<file path="config.mk">
export PLATFORM = sky130hd
export DESIGN_NAME = serial_audio_in
export DESIGN_NICKNAME = d
export VERILOG_FILES = /design/src/rtl/sin_pkg.sv /design/src/rtl/sample_fifo.sv /design/src/rtl/serial_audio_in.sv
export VERILOG_INCLUDE_DIRS = /design/src /design/src/rtl
export SDC_FILE = /design/constraint.sdc
export NUM_CORES = 1
export LEC_CHECK = 0
export ABC_AREA = 1
export ABC_CLOCK_PERIOD_IN_PS = 3600
export BUFFER_PORTS_ARGS = -buffer_cell sky130_fd_sc_hd__buf_2
export CAP_MARGIN = 20
export CORE_ASPECT_RATIO = 1.75
export CORE_MARGIN = 2
export CORE_UTILIZATION = 55
export CTS_CLUSTER_SIZE = 40
export DETAILED_ROUTE_END_ITERATION = 16
export PLACE_DENSITY_LB_ADDON = 0.12
export SLEW_MARGIN = 0
export SYNTH_ARGS = -nofsm -noshare
export SYNTH_HDL_FRONTEND = slang
export SYNTH_SLANG_ARGS = --single-unit
</file>
<file path="constraint.sdc">
create_clock -name core_clk_i -period 3.6 [get_ports core_clk_i]
set_input_delay 0.72 -clock core_clk_i [delete_from_list [all_inputs] [get_ports core_clk_i]]
set_output_delay 0.72 -clock core_clk_i [all_outputs]
set_load 0.02 [all_outputs]
</file>
<file path="src/rtl/sin_consts.svh">
/*
 * Constants of the serial audio input stage: format codes, word widths,
 * timing figures. Assumes inclusion by bare name from rtl files.
 */
`ifndef SIN_CONSTS_SVH
`define SIN_CONSTS_SVH
`define FMT_LJ 2'h0
`define FMT_I2S 2'h1
`define FMT_RJ 2'h2
`define WID_16 2'h0
`define WID_18 2'h1
`define WID_20 2'h2
`define WID_24 2'h3
`define SMP_W 24
`define FIFO_DEPTH 16
`define CORE_PERIOD_NS 8
`define SCLK_MIN_PERIOD_NS 80
`define SCLK_MIN_CYC ((`SCLK_MIN_PERIOD_NS + `CORE_PERIOD_NS - 1) / `CORE_PERIOD_NS)
`endif

</file>
<file path="src/rtl/sin_pkg.sv">
/*
 * Types of the serial audio input stage. Assumes sin_consts.svh beside it.
 */
package sin_pkg;
    typedef enum logic [1:0] {FMT_LJ_E, FMT_I2S_E, FMT_RJ_E, FMT_RSV_E} fmt_t;
    typedef enum logic [1:0] {WID16_E, WID18_E, WID20_E, WID24_E} wid_t;
    typedef enum {ST_WAIT, ST_SKIP, ST_SHIFT, ST_IDLE} rx_state_t;
endpackage : sin_pkg

</file>
<file path="src/rtl/sample_fifo.sv">
/*
 * Synchronous FIFO with valid/ready on both sides.
 * Assumes a single clock and synchronous active-high reset.
 */
`timescale 1ns/10ps
module sample_fifo #(
    parameter int WIDTH = 25,
    parameter int DEPTH = 16
) (
    input wire logic core_clk_i,
    input wire logic srst_i,
    input wire logic in_valid_i,
    output logic in_ready_o,
    input wire logic [WIDTH-1:0] in_data_i,
    output logic out_valid_o,
    input wire logic out_ready_i,
    output logic [WIDTH-1:0] out_data_o
);
    localparam int AW = $clog2(DEPTH);
    // Pointer wrap relies on a power-of-two depth
    if (DEPTH < 2 || (1 << AW) != DEPTH) begin : g_bad_depth
        $error("DEPTH must be a power of two >= 2");
    end
    logic [WIDTH-1:0] mem_r [DEPTH];
    logic [AW:0] wp_r, wp_nxt, rp_r, rp_nxt;
    logic push, pop;

    // Honest full and empty from pointer difference
    always_comb begin
        in_ready_o = (wp_r - rp_r) != (AW+1)'(DEPTH);
        out_valid_o = wp_r != rp_r;
        push = in_valid_i && in_ready_o;
        pop = out_valid_o && out_ready_i;
        wp_nxt = push ? wp_r + (AW+1)'(1) : wp_r;
        rp_nxt = pop ? rp_r + (AW+1)'(1) : rp_r;
    end

    always_ff @(posedge core_clk_i) begin
        if (srst_i) begin
            wp_r <= '0;
            rp_r <= '0;
        end else begin
            wp_r <= wp_nxt;
            rp_r <= rp_nxt;
        end
    end

    // Storage has no reset; only written words are ever read
    always_ff @(posedge core_clk_i) begin
        if (push) begin
            mem_r[wp_r[AW-1:0]] <= in_data_i;
        end
    end
    assign out_data_o = mem_r[rp_r[AW-1:0]];
endmodule : sample_fifo

</file>
<file path="src/rtl/serial_audio_in.sv">
/*
 * Serial audio input stage: samples bit clock, channel clock and data
 * on the core clock, deframes LJ/I2S/RJ words and queues them.
 * Assumes bit clock period at least 80 ns against an 8 ns core clock,
 * and format/width held steady while the link runs.
 */
`include "sin_consts.svh"
`timescale 1ns/10ps
module serial_audio_in
    import sin_pkg::*;
#(
    parameter int FIFO_DEPTH = `FIFO_DEPTH
) (
    input wire logic core_clk_i,
    input wire logic srst_i,
    input wire logic bclk_i,
    input wire logic lrclk_i,
    input wire logic sdata_i,
    input wire logic [1:0] fmt_i,
    input wire logic [1:0] width_i,
    output logic smp_valid_o,
    input wire logic smp_ready_i,
    output logic [`SMP_W-1:0] smp_data_o,
    output logic smp_right_o,
    output logic overrun_o
);
    // Queue needs at least two words to tell full from empty
    if (FIFO_DEPTH < 2) begin : g_bad_depth
        $error("FIFO_DEPTH too small");
    end

    // Two-stage synchronisers; stage one feeds only stage two
    logic [2:0] s1_r, s1_nxt, s2_r, s2_nxt;
    logic bclk_d_r, bclk_d_nxt;
    always_comb begin
        s1_nxt = {bclk_i, lrclk_i, sdata_i};
        s2_nxt = s1_r;
        bclk_d_nxt = s2_r[2];
    end
    always_ff @(posedge core_clk_i) begin
        if (srst_i) begin
            s1_r <= '0;
            s2_r <= '0;
            bclk_d_r <= 1'b0;
        end else begin
            s1_r <= s1_nxt;
            s2_r <= s2_nxt;
            bclk_d_r <= bclk_d_nxt;
        end
    end
    logic bclk_rise, lr_s, sd_s;
    assign bclk_rise = s2_r[2] && !bclk_d_r;
    assign lr_s = s2_r[1];
    assign sd_s = s2_r[0];

    // Word width in bits from code
    function automatic logic [5:0] width_bits(input logic [1:0] w);
        case (w)
            `WID_16: width_bits = 6'd16;
            `WID_18: width_bits = 6'd18;
            `WID_20: width_bits = 6'd20;
            default: width_bits = 6'd24;
        endcase
    endfunction : width_bits

    fmt_t fmt;
    assign fmt = fmt_t'(fmt_i);
    logic [5:0] wbits;
    assign wbits = width_bits(width_i);

    // Deframer state
    rx_state_t st_r, st_nxt;
    logic lr_d_r, lr_d_nxt;
    logic lr_seen_r, lr_seen_nxt;
    logic [5:0] cnt_r, cnt_nxt;
    logic [5:0] rj_r, rj_nxt;
    logic [`SMP_W-1:0] sh_r, sh_nxt;
    logic ch_r, ch_nxt;
    logic push_v;
    logic [`SMP_W:0] push_d;
    logic fifo_rdy;
    logic ovr_r, ovr_nxt;
    logic lr_edge;
    logic is_right;

    // First rise after reset only learns the level, so a high pin is no false edge
    assign lr_edge = bclk_rise && lr_seen_r && (lr_s != lr_d_r);
    // I2S left is low; LJ and RJ left is high
    assign is_right = (fmt == FMT_I2S_E) ? lr_s : !lr_s;

    // Next-state of the deframer; every decision but the word-complete check sits on a bit clock rise
    always_comb begin
        st_nxt = st_r;
        lr_d_nxt = lr_d_r;
        lr_seen_nxt = lr_seen_r;
        cnt_nxt = cnt_r;
        rj_nxt = rj_r;
        sh_nxt = sh_r;
        ch_nxt = ch_r;
        push_v = 1'b0;
        push_d = {ch_r, sh_r};
        ovr_nxt = ovr_r;
        if (bclk_rise) begin
            lr_d_nxt = lr_s;
            lr_seen_nxt = 1'b1;
            rj_nxt = rj_r + 6'd1;
            if (lr_edge) begin
                ch_nxt = is_right;
                cnt_nxt = 6'd0;
                sh_nxt = '0;
                rj_nxt = 6'd1;
                if (st_r == ST_SHIFT && fmt != FMT_RJ_E) begin
                    st_nxt = ST_SHIFT;
                end
                case (fmt)
                    FMT_I2S_E: st_nxt = ST_SKIP;
                    FMT_LJ_E: begin
                        st_nxt = ST_SHIFT;
                        sh_nxt = {{(`SMP_W-1){1'b0}}, sd_s};
                        cnt_nxt = 6'd1;
                    end
                    FMT_RJ_E: begin
                        st_nxt = ST_WAIT;
                        // Previous half ends here: LSB right-justified to this edge
                        if (st_r == ST_WAIT && rj_r == 6'd32) begin
                            push_v = 1'b1;
                            push_d = {ch_r, sh_r};
                        end
                    end
                    default: st_nxt = ST_IDLE;
                endcase
            end else begin
                case (st_r)
                    ST_SKIP: begin
                        st_nxt = ST_SHIFT;
                        sh_nxt = {{(`SMP_W-1){1'b0}}, sd_s};
                        cnt_nxt = 6'd1;
                    end
                    ST_SHIFT: begin
                        sh_nxt = {sh_r[`SMP_W-2:0], sd_s};
                        cnt_nxt = cnt_r + 6'd1;
                    end
                    ST_WAIT: begin
                        // Keep the last wbits bits shifted before the next edge
                        sh_nxt = {sh_r[`SMP_W-2:0], sd_s};
                    end
                    ST_IDLE: st_nxt = ST_IDLE;
                    default: st_nxt = ST_IDLE;
                endcase
            end
        end
        // LJ/I2S word complete: stop shifting, surplus bit clocks ignored
        if (st_r == ST_SHIFT && cnt_r == wbits) begin
            st_nxt = lr_edge ? st_nxt : ST_IDLE;
            push_v = 1'b1;
            push_d = {ch_r, sh_r};
            if (!lr_edge) begin
                cnt_nxt = 6'd0;
            end
        end
        if (push_v) begin
            if (st_r == ST_WAIT) begin
                push_d = {ch_r, mask_rj(sh_r, wbits)};
            end
            if (!fifo_rdy) begin
                ovr_nxt = 1'b1; // Sample lost, source cannot be stalled
            end
        end
    end

    // Right-justified words keep only the low wbits bits
    function automatic logic [`SMP_W-1:0] mask_rj(input logic [`SMP_W-1:0] v,
                                                 input logic [5:0] n);
        logic [`SMP_W-1:0] m;
        m = ~({`SMP_W{1'b1}} << n);
        mask_rj = v & m;
    endfunction : mask_rj

    always_ff @(posedge core_clk_i) begin
        if (srst_i) begin
            st_r <= ST_IDLE;
            lr_d_r <= 1'b0;
            lr_seen_r <= 1'b0;
            cnt_r <= 6'd0;
            rj_r <= 6'd0;
            sh_r <= '0;
            ch_r <= 1'b0;
            ovr_r <= 1'b0;
        end else begin
            st_r <= st_nxt;
            lr_d_r <= lr_d_nxt;
            lr_seen_r <= lr_seen_nxt;
            cnt_r <= cnt_nxt;
            rj_r <= rj_nxt;
            sh_r <= sh_nxt;
            ch_r <= ch_nxt;
            ovr_r <= ovr_nxt;
        end
    end
    assign overrun_o = ovr_r;

    // Queue absorbs encoder stalls; its ready flags overrun
    sample_fifo #(
        .WIDTH(`SMP_W + 1),
        .DEPTH(FIFO_DEPTH)
    ) u_fifo (
        .core_clk_i(core_clk_i),
        .srst_i(srst_i),
        .in_valid_i(push_v),
        .in_ready_o(fifo_rdy),
        .in_data_i(push_d),
        .out_valid_o(smp_valid_o),
        .out_ready_i(smp_ready_i),
        .out_data_o({smp_right_o, smp_data_o})
    );
endmodule : serial_audio_in

</file>
; ---- Word level (Yosys, flattened, before mapping)
; Memories as Yosys holds them, arrays and structs flattened. A register that Yosys moved wholly into a read port is not among the register bits.
; Index checks and enable logic that the tools add are counted.
[totals]
ff_bits = 89
ramBits = 400
input_bits = 10
output_inout_bits = 27
wordCells = 82
mem_count = 1
[mem_list]
columns = memory, depth, width, read_ports, rd_clocked_by_memory_dff, write_ports, line
row1 = u_fifo.mem_r, 16, 25, 1, 1, 1, sample_fifo.sv:24  ; logic [WIDTH-1:0] mem_r [DEPTH];
[classes]
n_addsub = 5
n_eq_ne = 12
shift = 1
n_mux = 29
n_bitwise = 3
reduce_logical = 18
[op_table]
columns = cell, n
row1 = 2-to-1 mux 32 bit, 4
row2 = 2-to-1 mux 24 bit, 3
row3 = zero test 32 bit, 2
row4 = case mux 32 bit (2 select lines), 1
row5 = case mux 24 bit (2 select lines), 1
row6 = == test 32 x 1 -> 1 bit (second input constant), 1
row7 = == test 32 x 2 -> 1 bit (second input constant), 1
row8 = == test 32 x 3 -> 1 bit (second input constant), 1
row9 = 2-to-1 mux 6 bit, 5
row10 = bitwise AND 24 bit, 1
row11 = NOT 24 bit, 1
row12 = << shifter 24 x 6 -> 24 bit (first input constant), 1
row13 = adder 6 x 1 -> 6 bit (second input constant), 2
row14 = case mux 4 bit (3 select lines), 1
row15 = case mux 6 bit (2 select lines), 1
row16 = adder 5 x 1 -> 5 bit (second input constant), 2
row17 = 2-to-1 mux 1 bit, 10
row18 = 2-to-1 mux 4 bit, 2
row19 = logical AND 1 bit, 7
row20 = == test 6 bit, 1
row21 = == test 6 bit (second input constant), 1
row22 = case mux 2 bit (3 select lines), 1
row23 = AND reduction 2 bit, 3
row24 = inequality test 5 bit, 1
row25 = other kinds (10), 14

; ---- Depth between registers and ports, before layout
; Gate-level depths: netlist of the first run.
[depth]
depth_word = 10
depth_mapped = 15
ltp_nobuf = 15

; ---- Cells and area by module
; A second synthesis of the first run with hierarchy kept.
[unflattened]
hier_cells = 1829
area_unflattened_um2 = 20094.3
[by_module_without_submodules]
columns = module, n_inst, cells_per_inst, area_per_inst_um2, seq_area_each_um2
row1 = sample_fifo, 1, 1297, 16535.9, 12291.8
row2 = serial_audio_in, 1, 532, 3558.4, 1581.5

; ---- Worst setup path before layout of the first run
; OpenSTA, ideal clock, no wires.
[synth_timing]
path_type = input port to flip-flop
start = input fmt_i[0]
end = memory u_fifo.mem_r[0][0], enable pin
setup_ns = 0.407
arrival_ns = 2.653
required_time_ns = 3.193
setup_slack_ns = 0.540
cell_stages = 10
path_buffers = 0
cell_sequence = inv_1 ha_1 nand4_1 nor2_1 nand2_1 nand2_1 nand2_2 clkinv_2 nand2_2 nor2_1
[synth_via]
elab_chain_cells = 8
[synth_rtl]
columns = item, line
row1 = from (decl), serial_audio_in.sv:19  ; input wire logic [1:0] fmt_i,
row2 = == test 2 bit, serial_audio_in.sv:115  ; case (fmt)
row3 = 2-to-1 mux 1 bit, serial_audio_in.sv:115
row4 = 2-to-1 mux 1 bit, serial_audio_in.sv:107  ; if (lr_edge) begin
row5 = 2-to-1 mux 1 bit, serial_audio_in.sv:103  ; if (bclk_rise) begin
row6 = 2-to-1 mux 1 bit, serial_audio_in.sv:153  ; if (st_r == ST_SHIFT && cnt_r == wbits) begin
row7 = logical AND 1 bit, sample_fifo.sv:32  ; push = in_valid_i && in_ready_o;
row8 = 2-to-1 mux 1 bit, sample_fifo.sv:50  ; if (push) begin
row9 = 2-to-1 mux 1 bit (not written as such), sample_fifo.sv:51  ; mem_r[wp_r[AW-1:0]] <= in_data_i;
row10 = to (decl), sample_fifo.sv:24
; No other way between the ends.

==> results.ini, run 1 <==
[synthesis]
synth_seq_cells=493
syn_inst=1696
yosysTopAreaCellShare=0.5940
seq_area_frac_synth=0.6861
synth_area_leaders=edfxtp_1 59%, dfxtp_1 9.2%, mux2i_1 4.9%, o211ai_1 3.8%, o21ai_0 3.6%
syn_area_mm2=0.02022
ys_types=34
yosys_warnings=0
avgSynthCellArea_um2=11.92
syn_nets=1722
yosysTopAreaCell=edfxtp_1

[worst_setup_path]
cp-end-kind=output port
critical_path.cell_chain=buf_4 -> mux2i_1 -> o211ai_1 -> nand3_1 -> nand2_1 -> buf_2
rrSetupSlack_ns=0.80
arrival_ns=2.63
cp_top_family=flip-flops
reg2reg_from=u_fifo.wp_r[0]
r2r_cells=14
cp_max_fo=46
crit_path_top_delay_cell=dfxtp_4
worstSetupPathType=register to output port
max_stage_delay_ns=0.74
crit_required_ns=2.88
r2r_end=u_fifo.mem_r[1][21]
startpoint_type=register
cp_num_buf_inv=2

[hold_path]
hold_class=primary input to register
hp-start=bclk_i
hold_end=s1_r[2]
holdPathStages=3

[cts]
cts_resized=0
tritoncts=done
clk_path_buf_depth=3
clock-sinks=493
cts_setup_buffers=0
insertion_delay_ns=0.55
cts_inserted_buffers=44
hold_buffers=0
cts_root_buf=clkbuf_16
clk_pin_slew_ns=0.06
htreeDepth=2

[layout]
diodes=0
fin_nets=1746
nFillCells=2831
seq_area_mm2=0.01388
final_cell_area_mm2=0.02260
area_delta_synth_final_pct=11.75
drive_gt1_frac=0.1021
final_common_cell=edfxtp_1
multi_input_area_mm2=0.005435
most-common-layout-cells=400 x edfxtp_1, 168 x nand2_1, 157 x inv_1

[outcome]
status=completed

[floorplanning]
fp.dieArea_mm2=0.03838
initial_utilization=0.5595
rows=92
core_mm2=0.03614
die_x_um=148.9
dieHeight_um=257.7
ios=37

[detailed_routing]
wl_um=45400
viasPerCell=5.663
detail_route.wl_per_cell_um=20.42
num_vias=12590
antenna_left=0
drt_iter0_drc=828
drc=0
drtPass1Iterations=5

[timing]
fin_crit_ns=3.346
maxSlewHeadroom=0.4131
max_freq_mhz=298.9
rsz0062_at_grt=false
setup_slack_ns=0.2542
finClkSkew_ns=0.01480
slew_viol_final=0
setup_tns_ns=0
hold_viol=0
timing.final.crit_share=0.9294
tightest_slew_ns=0.8772
setup_viol=0

[power]
clkPwrFrac=0.392
pwr-share-seq=0.528
internal_power_mw=9.035
leakage_nw=7.916
peakVddDrop_uv=360.3
swShare=0.2273
powerDensity_mw_per_mm2=517.5
switchingPower_mw=2.658
combinationalPowerShare=0.080

[global_route]
grt_max_degree=101
grt_pass1_wl_um=70660
antenna_found_initial=0
grt_pass1_vias=12430
track_usage=0.2397
grt.overflow.total=0

[placed_design]
place_ws_ns=0.6201
place_congestion=0.8956
dp_hpwl_um=27510
portBuffers=36
place_area_mm2=0.02120

[run]
cap_violations=0

## per-stage QoR
step,hold slack (ns),cells,util,total power [mW]
after floorplan,0.3883,1696,-,6.956
after global placement,0.3926,2144,0.5866,7.227
after detailed placement,0.3937,2144,0.5866,7.241
after CTS,0.3535,2223,0.6252,11.79
after global routing,0.3699,2223,0.6252,12.10
final,0.3751,2223,0.6252,11.69
## cell families after synthesis
| group | count (synthesis) | share of synthesized area |
|---|---|---|
| and+or+nand+nor | 430 | 0.09003 |
| adders and majority gates | 16 | 0.009900 |
| AOI/OAI and AO/OA | 390 | 0.1097 |
| DFF | 493 | 0.6861 |
| xor gates and xnor gates | 8 | 0.003465 |
| muxes | 100 | 0.04950 |
| buffers and inverters | 259 | 0.05135 |
## Yosys cell counts
library cell / number
a21oi_2: 1
buf_8: 1
nor3b_1: 2
nor2_2: 1
nand3_1: 92
nor4_1: 1
nand2_1: 168
buf_6: 1
o211ai_1: 103
xor2_1: 6
inv_1: 157
inv_2: 1
edfxtp_1: 400
nor3_1: 4
nand3_2: 2
nor2_1: 142
buf_2: 25
a21oi_1: 140
a31oi_1: 1
nor2_4: 3
o21ai_0: 144
o21ai_2: 1
xnor2_1: 2
clkbuf_1: 63
dfxtp_1: 93
clkinv_1: 2
ha_1: 16
nand2_2: 8
nand4_1: 6
buf_1: 4
buf_4: 4
mux2i_1: 100
nand3b_1: 1
clkinv_2: 1
## worst min-delay path, stage by stage
cell	delay [ns]
buf_2	0.07
inv_1	0.03
nor2_1	0.06
## state kept, by name, summed over array words and instances, names as in the netlist, 3 cells and up, named ones only
register / flops
u_fifo.wp_r: 5
s1_r: 3
s2_r: 3
u_fifo.rp_r: 5
rj_r: 6
cnt_r: 6
st_r: 32
sh_r: 24
u_fifo.mem_r: 400
## metal layers
metal | vias to the layer above | GRT usage | wire [um]
met4 | 0 | 0.07989 | 1428
met2 | 286 | 0.4313 | 23760
li1 | 6058 | - | -
met3 | 85 | 0.02827 | 1727
met1 | 6159 | 0.2994 | 18490
met5 | - | 0 | 0
## worst max path at each step
stage                  start             endpoint  slack [ns]  depth (start not counted)
floorplan           fmt_i[0]   u_fifo.mem_r[0][0]        0.54                         10
global placement    fmt_i[0]  u_fifo.mem_r[1][18]        0.67                         12
detailed placement  fmt_i[0]  u_fifo.mem_r[1][17]        0.62                         12
CTS                 register       smp_data_o[13]        0.22                          6
global route        register       smp_data_o[18]        0.12                          7
finish              register       smp_data_o[13]        0.25                          6
## power by group through the flow
stage	combinational, mW	clock (mW)	sequential [mW]
after floorplan	0.700	0	6.26
after global placement	0.934	0	6.29
after detailed placement	0.946	0	6.30
after CTS	0.948	4.67	6.17
after global routing	1.05	4.88	6.17
final	0.940	4.58	6.17
## area by class of cell
cell class                 instances  share of cell area
inverter                         161             0.02680
multi-input combinational        944              0.2405
clock inverter                    29             0.01058
timing repair buffer              76             0.03067
sequential                       493              0.6143
clock buffer                      50             0.05110
tap                              470             0.02602
No activity file was read; power rests on OpenSTA's default activity.
==> inputs of run 2 (changes only) <==
- ABC_AREA: 1 -> unset
==> results.ini, run 2 <==
[synthesis]
synth_seq_cells=493  ; unchanged
yosys_warnings=0  ; unchanged
syn_inst=1027  ; was 1,696
synth_xor_area_frac=0.005990  ; was 0.003465
synth-simple-area-share=0.06345  ; was 0.09003
syn_nets=1053  ; was 1,722
yosysTopAreaCell=edfxtp_1  ; unchanged
synthArstFlopShare=0  ; unchanged
synth.top_cells.by_count=400 x edfxtp_1, 125 x mux4_2, 93 x dfxtp_1, 40 x a21oi_1, 39 x nand2_1  ; was 400 x edfxtp_1, 168 x nand2_1, 157 x inv_1, 144 x o21ai_0, 142 x nor2_1
synth_top_family_by_area=multiplexers  ; was compound AO/OA/AOI/OAI gates
muxShareOfSynthArea=0.1509  ; was 0.04950
synth_area_leaders=edfxtp_1 63%, mux4_2 15%, dfxtp_1 9.8%, and2_1 1.2%, a21oi_1 1.1%  ; was edfxtp_1 59%, dfxtp_1 9.2%, mux2i_1 4.9%, o211ai_1 3.8%, o21ai_0 3.6%
yosysTopAreaCellShare=0.6319  ; was 0.5940
yosysMostFrequentCell=edfxtp_1  ; unchanged
avgSynthCellArea_um2=18.51  ; was 11.92 um2
synthAdderAreaFrac=0.01053  ; was 0.009900
synth_edf_count=400  ; unchanged
ys.flop_type=edfxtp_1  ; unchanged
seq_area_frac_synth=0.7298  ; was 0.6861
synth-compound-area-share=0.02100  ; was 0.1097
ys_types=47  ; was 34
syn_area_mm2=0.01901  ; was 0.02022 mm2

[power]
pwr-share-seq=0.560  ; was 0.528
clkPwrFrac=0.434  ; was 0.392
internal_power_mw=8.848  ; was 9.035 mW
combinationalPowerShare=0.006  ; was 0.080
leakage_nw=7.030  ; was 7.916 nW
p_total_mw=10.86  ; was 11.69 mW
powerDensity_mw_per_mm2=497.7  ; was 517.5 mW/mm2
peakVddDrop_uv=443.2  ; was 360.3 uV
switchingPower_mw=2.010  ; was 2.658 mW
swShare=0.1851  ; was 0.2273

[timing]
finClkSkew_ns=0.01064  ; was 0.01480 ns
rsz0062_at_grt=false  ; unchanged
hold_viol=0  ; unchanged
timing.final.crit_share=0.9662  ; was 0.9294
maxSlewHeadroom=0.3778  ; was 0.4131
setup_viol=0  ; unchanged
slew_viol_final=0  ; unchanged
setup_tns_ns=0  ; unchanged
max_freq_mhz=287.5  ; was 298.9 MHz
setup_slack_ns=0.1216  ; was 0.2542 ns
fin_crit_ns=3.478  ; was 3.346 ns
tightest_slew_ns=0.9320  ; was 0.8772 ns

[placed_design]
place_ws_ns=0.3936  ; was 0.6201 ns
dp_hpwl_um=27150  ; was 27,510 um
dpl.cell_count=1517  ; was 2,144
portBuffers=36  ; unchanged
place_congestion=0.7988  ; was 0.8956

[worst_setup_path]
crit_required_ns=2.88  ; about the same
worstSetupPathType=register to output port  ; unchanged
r2r_cells=7  ; was 14
cp-end-kind=output port  ; unchanged
cp_max_fo=32  ; was 46
arrival_ns=2.76  ; was 2.63 ns
startpoint_type=register  ; unchanged

[global_route]
track_usage=0.2323  ; was 0.2397
grt_pass1_wl_um=60310  ; was 70,660 um
grt_pass1_vias=9812  ; was 12,430
grt_max_degree=49  ; was 101
antenna_found_initial=0  ; unchanged
grt.overflow.total=0  ; unchanged

[cts]
cts_resized=0  ; unchanged
clock-sinks=493  ; unchanged
clk_path_buf_depth=3  ; unchanged
cts_setup_buffers=0  ; unchanged
cts_inserted_buffers=42  ; was 44
tritoncts=done  ; unchanged
clk_pin_slew_ns=0.06  ; about the same
hold_buffers=0  ; unchanged
cts_root_buf=clkbuf_16  ; unchanged
insertion_delay_ns=0.55  ; about the same
htreeDepth=2  ; unchanged

[run]
cap_violations=0  ; unchanged

[layout]
most-common-layout-cells=400 x edfxtp_1, 125 x mux4_2, 89 x dfxtp_1  ; was 400 x edfxtp_1, 168 x nand2_1, 157 x inv_1
drive_gt1_frac=0.2817  ; was 0.1021
diodes=0  ; unchanged
finalNonFillerCells=1596  ; was 2,223
largest_register_ffs=400  ; unchanged
fin_nets=1129  ; was 1,746
area_delta_synth_final_pct=14.77  ; was 11.75%
final_common_cell=edfxtp_1  ; unchanged

[floorplanning]
core_mm2=0.03423  ; was 0.03614 mm2
ios=37  ; unchanged
die_x_um=144.5  ; was 148.9 um
dieHeight_um=249.9  ; was 257.7 um
rows=90  ; was 92
fp.dieArea_mm2=0.03612  ; was 0.03838 mm2
initial_utilization=0.5553  ; was 0.5595

[detailed_routing]
antenna_left=0  ; unchanged
drt_iter0_drc=646  ; was 828
viasPerCell=5.882  ; was 5.663
drtPass1Iterations=5  ; unchanged
detail_route.wl_per_cell_um=25.13  ; was 20.42 um
wl_um=40100  ; was 45,400 um
drc=0  ; unchanged
num_vias=9387  ; was 12,590

[outcome]
status=completed  ; unchanged

[hold_path]
holdPathStages=2  ; was 3
hold_class=primary input to register  ; unchanged

run 2: worst paths after layout:
| kind | start | endpoint | slack (ns) |
|---|---|---|---|
| worst max-delay path | register | smp_data_o[10] | 0.12 |
| worst min-delay path | bclk_i | s1_r[2] | 0.39 |
| worst max register to register | st_r[24] | st_r[9] | 0.76 |
| worst min register to register | s1_r[0] | s2_r[0] | 0.43 |
run 2: power by group through the flow:
| stage | clock network, mW | logic [mW] | registers (mW) |
|---|---|---|---|
| finish | 4.72 | 0.0618 | 6.08 |
| global placement | 0 | 0.0610 | 6.20 |
| detailed placement | 0 | 0.0614 | 6.20 |
| global route | 5.01 | 0.0682 | 6.08 |
| CTS | 4.82 | 0.0616 | 6.08 |
| floorplan | 0 | 0.0406 | 6.20 |
run 2: cell type report:
cell class / instances / area [um2]
clock buffer: 48 / 1121
clock inverter: 29 / 336.6
fill: 2471 / 12420
inverter: 34 / 127.6
multi-input combinational: 443 / 4837
sequential: 493 / 13880
tap: 460 / 575.6
timing repair buffer: 89 / 935.9
run 2: worst max-delay path: stages, from the launching register on:
cell	delay, ns
dfxtp_4	0.56
buf_12	0.31
mux4_2	0.65
mux4_2	0.48
buf_2	0.17
run 2: cells by family after synthesis:
group                    count (synthesis)
buffers and inverters                   91
AND/OR/NAND/NOR                        217
AO/OA/AOI/OAI                           67
flip-flops                             493
adder cells (fa/ha/maj)                 16
XOR/XNOR                                13
multiplexers                           130
run 2: through the flow:
| step | util | instance area, um2 | hold slack [ns] |
|---|---|---|---|
| detailed placement | 0.5937 | 20320 | 0.4264 |
| floorplan | - | 19010 | 0.4138 |
| finish | 0.6373 | 21820 | 0.3863 |
| global placement | 0.5937 | 20320 | 0.4176 |
| global route | 0.6373 | 21820 | 0.3990 |
| CTS | 0.6363 | 21780 | 0.3662 |
run 2: metal layers:
metal | global-route usage | vias to the layer above | part of all wire
met1 | 0.2766 | 4910 | 0.37
li1 | - | 4197 | -
met5 | 0 | - | 0
met3 | 0.02897 | 76 | 0.036
met4 | 0.09431 | 0 | 0.043
met2 | 0.4219 | 204 | 0.55
